File: config.mk
export PLATFORM = sky130hd
export DESIGN_NAME = timed_pattern_output
export DESIGN_NICKNAME = d
export VERILOG_FILES = /design/src/hdl/pattern_output_pkg.sv /design/src/hdl/timed_pattern_output.sv
export SDC_FILE = /design/constraint.sdc
export NUM_CORES = 1
export LEC_CHECK = 0
export BUFFER_PORTS_ARGS = -buffer_cell sky130_fd_sc_hd__buf_4
export CAP_MARGIN = 15
export CORE_UTILIZATION = 50
export DETAILED_ROUTE_END_ITERATION = 7
export GPL_TIMING_DRIVEN = 0
export PLACE_DENSITY = 0.73
export SLEW_MARGIN = 10
export SYNTH_ARGS = -nofsm -noshare
export SYNTH_HDL_FRONTEND = slang
export SYNTH_SLANG_ARGS = --single-unit
File: constraint.sdc
create_clock -name pclk -period 6.55 [get_ports pclk]
set_clock_uncertainty 0.1 [all_clocks]
set_input_delay 0 -clock pclk [delete_from_list [all_inputs] [get_ports pclk]]
set_output_delay 0 -clock pclk [all_outputs]
set_load 0.01 [all_outputs]
File: src/hdl/pattern_output_pkg.sv
// constants shared by the timed pattern output unit
// assumes a 32-bit apb bus, word-aligned registers, one 100 mhz clock
package pattern_output_pkg;

    // ==========================================================
    // geometry
    localparam int GROUPS   = 4;
    localparam int NIBBLE_W = 4;
    localparam int PINS     = 16;
    localparam int BYTE_W   = 8;
    localparam int TSEL_W   = 2;
    localparam int CNT_W    = 4;

    // ==========================================================
    // register indices; byte address is four times the index
    localparam logic [15:0] IDX_PATTERN_MODE    = 16'hffa0;
    localparam logic [15:0] IDX_TRIGGER_CONTROL = 16'hffa1;
    localparam logic [15:0] IDX_ENABLE_HIGH     = 16'hffa2;
    localparam logic [15:0] IDX_ENABLE_LOW      = 16'hffa3;
    localparam logic [15:0] IDX_NEXT_HIGH       = 16'hffa4;
    localparam logic [15:0] IDX_NEXT_LOW        = 16'hffa5;
    localparam logic [15:0] IDX_NEXT_HIGH_ALT   = 16'hffa6;
    localparam logic [15:0] IDX_NEXT_LOW_ALT    = 16'hffa7;
    localparam logic [15:0] IDX_LOW_DIRECTION   = 16'hffd1;
    localparam logic [15:0] IDX_LOW_OUTPUT      = 16'hffd3;
    localparam logic [15:0] IDX_HIGH_DIRECTION  = 16'hffd4;
    localparam logic [15:0] IDX_HIGH_OUTPUT     = 16'hffd6;

    // ==========================================================
    // reset values and fill patterns
    localparam logic [7:0]  RST_MODE      = 8'hf0;
    localparam logic [7:0]  RST_TRIGGER   = 8'hff;
    localparam logic [7:0]  RST_ZERO      = 8'h00;
    localparam logic [3:0]  RST_MODE_LOW  = 4'h0;
    localparam logic [15:0] RST_OE_N      = 16'hffff;
    localparam logic [15:0] RST_PINS      = 16'h0000;
    localparam logic [3:0]  NIB_ONES      = 4'hf;
    localparam logic [3:0]  NIB_ZERO      = 4'h0;
    localparam logic [7:0]  BYTE_ONES     = 8'hff;
    localparam logic [23:0] RDATA_PAD     = 24'h000000;
    localparam logic [31:0] RDATA_ZERO    = 32'h00000000;
    localparam logic [13:0] ADDR_TOP_ZERO = 14'h0000;
    localparam logic [1:0]  ADDR_LANE     = 2'h0;

    // ==========================================================
    // non-overlap margin between falling and rising edges
    localparam int CLK_PERIOD_NS    = 10;
    localparam int NONOVL_MARGIN_NS = 50;
    localparam int NONOVL_CYCLES    = (NONOVL_MARGIN_NS + CLK_PERIOD_NS - 1) / CLK_PERIOD_NS;
    localparam logic [CNT_W-1:0] CNT_LOAD = CNT_W'(NONOVL_CYCLES);
    localparam logic [CNT_W-1:0] CNT_ONE  = 4'h1;
    localparam logic [CNT_W-1:0] CNT_ZERO = 4'h0;

endpackage

File: src/hdl/timed_pattern_output.sv
// timed pattern output unit: four 4-bit groups driven by timer compare matches
// assumes compare-match pulses and apb on pclk; standby request comes from a pin
//
// The APB slave port was chosen for this implementation.
`timescale 1ns/1ps

module timed_pattern_output
(
    // clock and reset
    input  wire logic        pclk,
    input  wire logic        presetn,
    // apb slave
    input  wire logic        psel,
    input  wire logic        penable,
    input  wire logic        pwrite,
    input  wire logic [31:0] paddr,
    input  wire logic [31:0] pwdata,
    output logic      [31:0] prdata,
    output logic             pready,
    output logic             pslverr,
    // timer unit compare matches, one pulse per channel
    input  wire logic [3:0]  compare_match,
    // hardware standby request pin
    input  wire logic        hw_standby,
    // dma controller requests, one per group
    output logic      [3:0]  dma_request,
    // pattern pins shared with the two ports
    output logic      [15:0] pattern_pin_out,
    output logic      [15:0] pattern_pin_oe_n
);
    import pattern_output_pkg::*;

    // ==========================================================
    // decode helpers
    function automatic logic reg_hit(input logic [31:0] addr, input logic [15:0] idx);
        return (addr[31:18] == ADDR_TOP_ZERO) && (addr[17:2] == idx) && (addr[1:0] == ADDR_LANE);
    endfunction
    function automatic logic [TSEL_W-1:0] trig_sel(input logic [7:0] tc, input int g);
        return tc[g*TSEL_W +: TSEL_W];
    endfunction

    // ==========================================================
    // state
    logic [3:0]       mode_q,    mode_d;
    logic [7:0]       tc_q,      tc_d;
    logic [15:0]      en_q,      en_d;
    logic [15:0]      nd_q,      nd_d;
    logic [15:0]      oe_n_q,    oe_n_d;
    logic [15:0]      pd_q,      pd_d;
    logic [15:0]      pend_q,    pend_d;
    logic [CNT_W-1:0] cnt_q [GROUPS];
    logic [CNT_W-1:0] cnt_d [GROUPS];
    logic [3:0]       cm_q;
    logic [3:0]       dma_q,     dma_d;
    logic [31:0]      prdata_q,  prdata_d;
    logic             pready_q,  pready_d;
    logic             pslverr_q, pslverr_d;
    logic             stby_s1_q, stby_s2_q, stby_s3_q;
    logic             stby_q,    stby_d;
    logic [3:0]       grp_trig;
    logic             same_low;
    logic             same_high;
    logic             wr_en;
    logic [7:0]       wbyte;
    logic [7:0]       rdata;
    logic             unmapped;

    // ==========================================================
    // trigger selection per group
    always_comb
    begin
        for (int g = 0; g < GROUPS; g++)
        begin
            grp_trig[g] = cm_q[trig_sel(tc_q, g)];
        end
        same_low  = (trig_sel(tc_q, 0) == trig_sel(tc_q, 1));
        same_high = (trig_sel(tc_q, 2) == trig_sel(tc_q, 3));
        wr_en     = psel && penable && pready_q && pwrite;
        wbyte     = pwdata[7:0];
    end

    // ==========================================================
    // read mux
    always_comb
    begin
        rdata    = RST_ZERO;
        unmapped = 1'b0;
        if (reg_hit(paddr, IDX_PATTERN_MODE))
            rdata = {NIB_ONES, mode_q};
        else if (reg_hit(paddr, IDX_TRIGGER_CONTROL))
            rdata = tc_q;
        else if (reg_hit(paddr, IDX_ENABLE_HIGH))
            rdata = en_q[15:8];
        else if (reg_hit(paddr, IDX_ENABLE_LOW))
            rdata = en_q[7:0];
        else if (reg_hit(paddr, IDX_NEXT_HIGH))
            rdata = same_high ? nd_q[15:8] : {nd_q[15:12], NIB_ONES};
        else if (reg_hit(paddr, IDX_NEXT_HIGH_ALT))
            rdata = same_high ? BYTE_ONES : {NIB_ONES, nd_q[11:8]};
        else if (reg_hit(paddr, IDX_NEXT_LOW))
            rdata = same_low ? nd_q[7:0] : {nd_q[7:4], NIB_ONES};
        else if (reg_hit(paddr, IDX_NEXT_LOW_ALT))
            rdata = same_low ? BYTE_ONES : {NIB_ONES, nd_q[3:0]};
        else if (reg_hit(paddr, IDX_LOW_DIRECTION) || reg_hit(paddr, IDX_HIGH_DIRECTION))
            rdata = BYTE_ONES; // write-only
        else if (reg_hit(paddr, IDX_LOW_OUTPUT))
            rdata = pd_q[7:0];
        else if (reg_hit(paddr, IDX_HIGH_OUTPUT))
            rdata = pd_q[15:8];
        else
            unmapped = 1'b1;
    end

    // ==========================================================
    // apb handshake: one wait state, answer registered
    always_comb
    begin
        pready_d  = 1'b0;
        prdata_d  = RDATA_ZERO;
        pslverr_d = 1'b0;
        if (psel && penable && !pready_q)
        begin
            pready_d  = 1'b1;
            pslverr_d = unmapped;
            prdata_d  = pwrite ? RDATA_ZERO : {RDATA_PAD, rdata};
        end
    end

    // ==========================================================
    // standby synchroniser, change accepted when stages two and three agree
    always_comb
    begin
        stby_d = (stby_s2_q == stby_s3_q) ? stby_s2_q : stby_q;
    end

    // ==========================================================
    // configuration registers
    always_comb
    begin
        mode_d = mode_q;
        tc_d   = tc_q;
        en_d   = en_q;
        nd_d   = nd_q;
        oe_n_d = oe_n_q;
        if (wr_en)
        begin
            if (reg_hit(paddr, IDX_PATTERN_MODE))
                mode_d = wbyte[3:0];
            if (reg_hit(paddr, IDX_TRIGGER_CONTROL))
                tc_d = wbyte;
            if (reg_hit(paddr, IDX_ENABLE_HIGH))
                en_d[15:8] = wbyte;
            if (reg_hit(paddr, IDX_ENABLE_LOW))
                en_d[7:0] = wbyte;
            if (reg_hit(paddr, IDX_NEXT_HIGH))
            begin
                nd_d[15:12] = wbyte[7:4];
                if (same_high)
                    nd_d[11:8] = wbyte[3:0];
            end
            if (reg_hit(paddr, IDX_NEXT_HIGH_ALT) && !same_high)
                nd_d[11:8] = wbyte[3:0];
            if (reg_hit(paddr, IDX_NEXT_LOW))
            begin
                nd_d[7:4] = wbyte[7:4];
                if (same_low)
                    nd_d[3:0] = wbyte[3:0];
            end
            if (reg_hit(paddr, IDX_NEXT_LOW_ALT) && !same_low)
                nd_d[3:0] = wbyte[3:0];
            if (reg_hit(paddr, IDX_LOW_DIRECTION))
                oe_n_d[7:0] = ~wbyte;
            if (reg_hit(paddr, IDX_HIGH_DIRECTION))
                oe_n_d[15:8] = ~wbyte;
        end
        if (stby_q)
        begin
            en_d = RST_PINS;
            nd_d = RST_PINS;
        end
    end

    // ==========================================================
    // port data, group transfers and non-overlap margin
    always_comb
    begin
        pd_d   = pd_q;
        pend_d = pend_q;
        dma_d  = grp_trig;
        if (wr_en && reg_hit(paddr, IDX_LOW_OUTPUT))
            pd_d[7:0] = (wbyte & ~en_q[7:0]) | (pd_q[7:0] & en_q[7:0]);
        if (wr_en && reg_hit(paddr, IDX_HIGH_OUTPUT))
            pd_d[15:8] = (wbyte & ~en_q[15:8]) | (pd_q[15:8] & en_q[15:8]);
        for (int g = 0; g < GROUPS; g++)
        begin
            cnt_d[g] = cnt_q[g];
            if (cnt_q[g] != CNT_ZERO)
            begin
                cnt_d[g] = cnt_q[g] - CNT_ONE;
                if (cnt_q[g] == CNT_ONE)
                begin
                    // margin over: raise held-back bits still enabled
                    pd_d[g*NIBBLE_W +: NIBBLE_W] = pd_d[g*NIBBLE_W +: NIBBLE_W]
                        | (pend_q[g*NIBBLE_W +: NIBBLE_W] & en_q[g*NIBBLE_W +: NIBBLE_W]);
                    pend_d[g*NIBBLE_W +: NIBBLE_W] = NIB_ZERO;
                end
            end
            if (grp_trig[g])
            begin
                if (!mode_q[g])
                begin
                    // whole nibble at once, disabled bits hold
                    pd_d[g*NIBBLE_W +: NIBBLE_W] = (pd_d[g*NIBBLE_W +: NIBBLE_W] & ~en_q[g*NIBBLE_W +: NIBBLE_W])
                        | (nd_q[g*NIBBLE_W +: NIBBLE_W] & en_q[g*NIBBLE_W +: NIBBLE_W]);
                end
                else
                begin
                    // falling bits now, rising bits after the margin
                    pd_d[g*NIBBLE_W +: NIBBLE_W] = pd_d[g*NIBBLE_W +: NIBBLE_W]
                        & ~(en_q[g*NIBBLE_W +: NIBBLE_W] & ~nd_q[g*NIBBLE_W +: NIBBLE_W]);
                    pend_d[g*NIBBLE_W +: NIBBLE_W] = en_q[g*NIBBLE_W +: NIBBLE_W] & nd_q[g*NIBBLE_W +: NIBBLE_W]
                        & ~pd_d[g*NIBBLE_W +: NIBBLE_W];
                    cnt_d[g] = CNT_LOAD;
                end
            end
        end
    end

    // ==========================================================
    // registers
    always_ff @(posedge pclk or negedge presetn)
    begin
        if (!presetn)
        begin
            mode_q    <= RST_MODE_LOW;
            tc_q      <= RST_TRIGGER;
            en_q      <= RST_PINS;
            nd_q      <= RST_PINS;
            oe_n_q    <= RST_OE_N;
            pd_q      <= RST_PINS;
            pend_q    <= RST_PINS;
            cm_q      <= NIB_ZERO;
            dma_q     <= NIB_ZERO;
            prdata_q  <= RDATA_ZERO;
            pready_q  <= 1'b0;
            pslverr_q <= 1'b0;
            stby_s1_q <= 1'b0;
            stby_s2_q <= 1'b0;
            stby_s3_q <= 1'b0;
            stby_q    <= 1'b0;
            cnt_q     <= '{default: CNT_ZERO};
        end
        else
        begin
            mode_q    <= mode_d;
            tc_q      <= tc_d;
            en_q      <= en_d;
            nd_q      <= nd_d;
            oe_n_q    <= oe_n_d;
            pd_q      <= pd_d;
            pend_q    <= pend_d;
            cm_q      <= compare_match;
            dma_q     <= dma_d;
            prdata_q  <= prdata_d;
            pready_q  <= pready_d;
            pslverr_q <= pslverr_d;
            stby_s1_q <= hw_standby;
            stby_s2_q <= stby_s1_q;
            stby_s3_q <= stby_s2_q;
            stby_q    <= stby_d;
            cnt_q     <= cnt_d;
        end
    end

    // ==========================================================
    // outputs, low port on pins 7-0, high port on pins 15-8
    assign prdata           = prdata_q;
    assign pready           = pready_q;
    assign pslverr          = pslverr_q;
    assign dma_request      = dma_q;
    assign pattern_pin_out  = pd_q;
    assign pattern_pin_oe_n = oe_n_q;
endmodule // timed_pattern_output

==> parameters.txt <==
Parameter                              Value

Critical path
  R2r endpoint    prdata[3]
  Capture point of the worst path    prdata[3]
  Category of the worst setup path capture point    flip-flop
  Number of cells on the critical path    7
  Critical Path Slowest Stage Cell    dfstp_2
  CP max FO    6
  Start point of the critical path    tc_q[3]
  CP top delay family    compound AO/OA/AOI/OAI gates
  Total buffers and inverters traversed by the critical path    1
  R2R cell count    7
  Endpoint required time on the critical path    6.81 ns
  Arrival time at the worst endpoint    3.13 ns
  Maximum single-stage delay on the critical path    0.64 ns
  Worst Setup Start Kind    flip-flop
  Path type of the worst setup path    flip-flop to flip-flop
  Worst reg-to-reg setup slack    3.69 ns
  Cell chain of the critical path    xor2_1, o21a_1, o21ai_0, o311ai_0, a221o_1, a21oi_1, dlygate4sd3_1
  Critical register-to-register path startpoint    tc_q[3]

Finish
  Fill cell count    1148
  Fin area    0.00904 mm²
  Most common library cell in the layout ignoring fill and taps    buf_4
  Fraction of layout instances using a drive strength above 1    0.257
  Utilization after layout    0.644
  Post-synthesis to final-layout area growth    24.4%
  Total inserted antenna cells    0
  Non-Filler Instances    1043
  Most frequent cells in the layout    buf_4 (110), dfrtp_1 (106), nor2_1 (85), mux2i_1 (73), nand2_1 (32)
  Nets    936

Floorplan
  IO Count    144
  Effective utilization at floorplan    0.517
  Floorplan die height    123 µm
  Count of standard-cell rows    43
  Area of the die    0.0150 mm²
  Placeable Area    0.0140 mm²
  Horizontal extent of the die    123 µm

Global route
  Vias in the first global route    6039
  Global-route wire length before repair    32500 µm
  Tot GR Track Use    0.293
  Pin count of the biggest net entering global routing    69
  Antenna violations before repair    0
  Total congestion overflow    0

Routing
  Vias/cell    5.82
  Antenna viol nets, final    0
  Detailed Route WL    20800 µm
  Pre-Repair DR Iteration Count    5
  DRC violation count after routing    0
  Count of vias placed by the detailed router    6070
  Routed len/inst    19.9 µm
  Initial DRC count    446

Power and ir drop
  Sequential share of power    0.418
  Power Density    226 mW/mm²
  Internal power contribution    1.54 mW
  Fraction of power spent switching nets    0.249
  Static Leak    4.05 nW
  Clock share of power    0.473
  Psw    0.511 mW
  Peak supply drop    0.194 mV
  Combinational fraction of design power    0.110

Synthesis
  Synthesized area per cell    10.3 µm²
  Cell variety after synth    72
  Synth Warn #    0
  Ys async rst share    1.00
  Combined area of all synthesized cells    0.00727 mm²
  Most frequently used flop master after synthesis    dfrtp_1
  Portion of netlist area occupied by mux cells    0.119
  Post-Syn Instances    704
  Dominant combinational cell family by area after synthesis    simple AND/OR/NAND/NOR gates
  Sequential element share of the synthesized area    0.452
  Basic-gate share of the synthesized area counting and, or, nand and nor cells    0.190
  Count of flip-flops with a built-in enable after synthesis    0
  Number of synthesized register bits    130
  Adder-cell area share of the yosys netlist    0.0220
  Post-synthesis compound-gate area fraction    0.142
  Xor/xnor cell area share of the yosys netlist    0.0108

Placement
  Post-detailed-placement cell area    0.00825 mm²
  # port buffers    86
  Placer Congestion    1.03
  Half-perimeter wire length after detailed placement    15300 µm
  Placed instance count    994

Clocking
  Setup fix buffers added after clock tree synthesis    0
  Clock Pin Slew Worst Setup and Hold Paths    0.06 ns
  Post-cts hold buffer count    17
  Buffer type at the clock tree root    clkbuf_16
  Number of H-tree branching levels    4
  Inserted Clock Buffers    17
  Buffer levels on the longest clock path    2
  CTS sink cnt    130
  Count of instances resized after the clock tree is built    0
  TritonCTS clock tree    yes
  Clk Latency, worst-skew pair    0.42 ns

Hold path
  Hold/Removal Path Class    input port to asynchronous set/reset pin

STA
  Max-Slew Margin vs Limit    0.440
  Fraction of the cycle the final worst path needs    0.437
  Setup_tns    0 ns
  Count of final max-slew check failures    0
  Min Tclk post-route    2.86 ns
  Unrepaired setup endpoints after global routing    no
  Transition time at the pin with the least slew margin    0.835 ns
  Final hold violations    0
  Max Fclk    0.349 GHz
  Setup Viol. Count Final    0

Status
  Status    finished, final reports clean

Job
  Number of max-capacitance violations reported    0
area by class of cell:
type	count	area, µm²	share of cell area
tap	180	225	0.0249
timing repair buffer	104	847	0.0937
inverter	27	101	0.0112
clock buffer	21	492	0.0544
buffer	60	355	0.0393
clock inverter	11	125	0.0138
multi-input combinational	510	3610	0.400
sequential	130	3280	0.363
how the worst min path moves through the flow:
stage / start / end
5_1_grt: pwdata[3] / pattern_pin_oe_n[3]
6_report: presetn / pend_q[11]
4_1_cts: presetn / pend_q[11]
3_5_place_dp: presetn / cnt_q[5]
3_3_place_gp: compare_match[1] / cm_q[1]
2_1_floorplan: presetn / cm_q[0]
flip-flops by register name, indices dropped and copies added, names as in the netlist, 4 cells and up:
signal / cells
cm_q: 4
pattern_pin_oe_n: 16
pattern_pin_out: 16
nd_q: 16
cnt_q: 16
pend_q: 16
mode_q: 4
tc_q: 8
dma_request: 4
en_q: 16
prdata: 8
Yosys cell counts, types with 5 or more instances:
cell | instances | share of area
dfrtp_1 | 106 | 0.37
nor2_1 | 85 | 0.044
mux2i_1 | 73 | 0.10
nand2_1 | 32 | 0.017
o21ai_0 | 29 | 0.020
inv_1 | 27 | 0.014
buf_4 | 25 | 0.026
clkbuf_1 | 25 | 0.013
dfstp_2 | 24 | 0.087
a211oi_1 | 21 | 0.022
o32ai_1 | 21 | 0.025
nand3b_1 | 19 | 0.020
nor3_1 | 17 | 0.012
and2_1 | 16 | 0.014
a21oi_1 | 13 | 0.0090
ha_1 | 12 | 0.021
mux2_2 | 12 | 0.019
nand2b_1 | 8 | 0.0069
o21ai_2 | 8 | 0.0096
a211o_1 | 6 | 0.0072
a21o_1 | 6 | 0.0062
nand3_1 | 6 | 0.0041
nor2b_1 | 6 | 0.0052
or3_1 | 6 | 0.0052
buf_2 | 5 | 0.0034
nor3_4 | 5 | 0.011
nor4b_1 | 5 | 0.0060
o21a_1 | 5 | 0.0052
xnor2_1 | 5 | 0.0060
kinds of logic (layout without fill, tap and decap cells):
group / count (synthesis) / after routing
muxes: 85 / 85
DFF: 130 / 130
xor gates and xnor gates: 9 / 9
buffers and inverters: 87 / 223
adders and majority gates: 13 / 13
other: 1 / 24
AOI/OAI and AO/OA: 144 / 144
and+or+nand+nor: 235 / 235
routing by layer:
layer	GRT usage	vias to the layer above	routed length, µm
met5	0	-	0
met4	0.117	0	653
met3	0.0609	48	1140
met2	0.482	224	10200
met1	0.375	3001	8840
li1	-	2797	-
worst register-to-register path, cell delays in order, from the launching register on:
cell	delay, ns
dfstp_2	0.64
xor2_1	0.11
o21a_1	0.21
o21ai_0	0.45
o311ai_0	0.24
a221o_1	0.40
a21oi_1	0.11
dlygate4sd3_1	0.55
through the flow:
stage,power [mW],worst slack [ns],hold slack (ns)
after global placement,1.07,3.98,0.0113
after detailed placement,1.08,3.98,-0.0839
final,2.05,3.69,0.0216
after CTS,2.06,3.69,0.0351
after global routing,2.13,3.56,0.0673
after floorplan,0.995,4.38,-0.396
power by group through the flow:
stage	logic [mW]	clock network, mW	registers, mW
2_1_floorplan	0.132	0	0.862
3_3_place_gp	0.204	0	0.865
3_5_place_dp	0.215	0	0.868
4_1_cts	0.225	0.984	0.855
5_1_grt	0.250	1.02	0.859
6_report	0.224	0.968	0.855
Power figures use the tool's default switching activity.
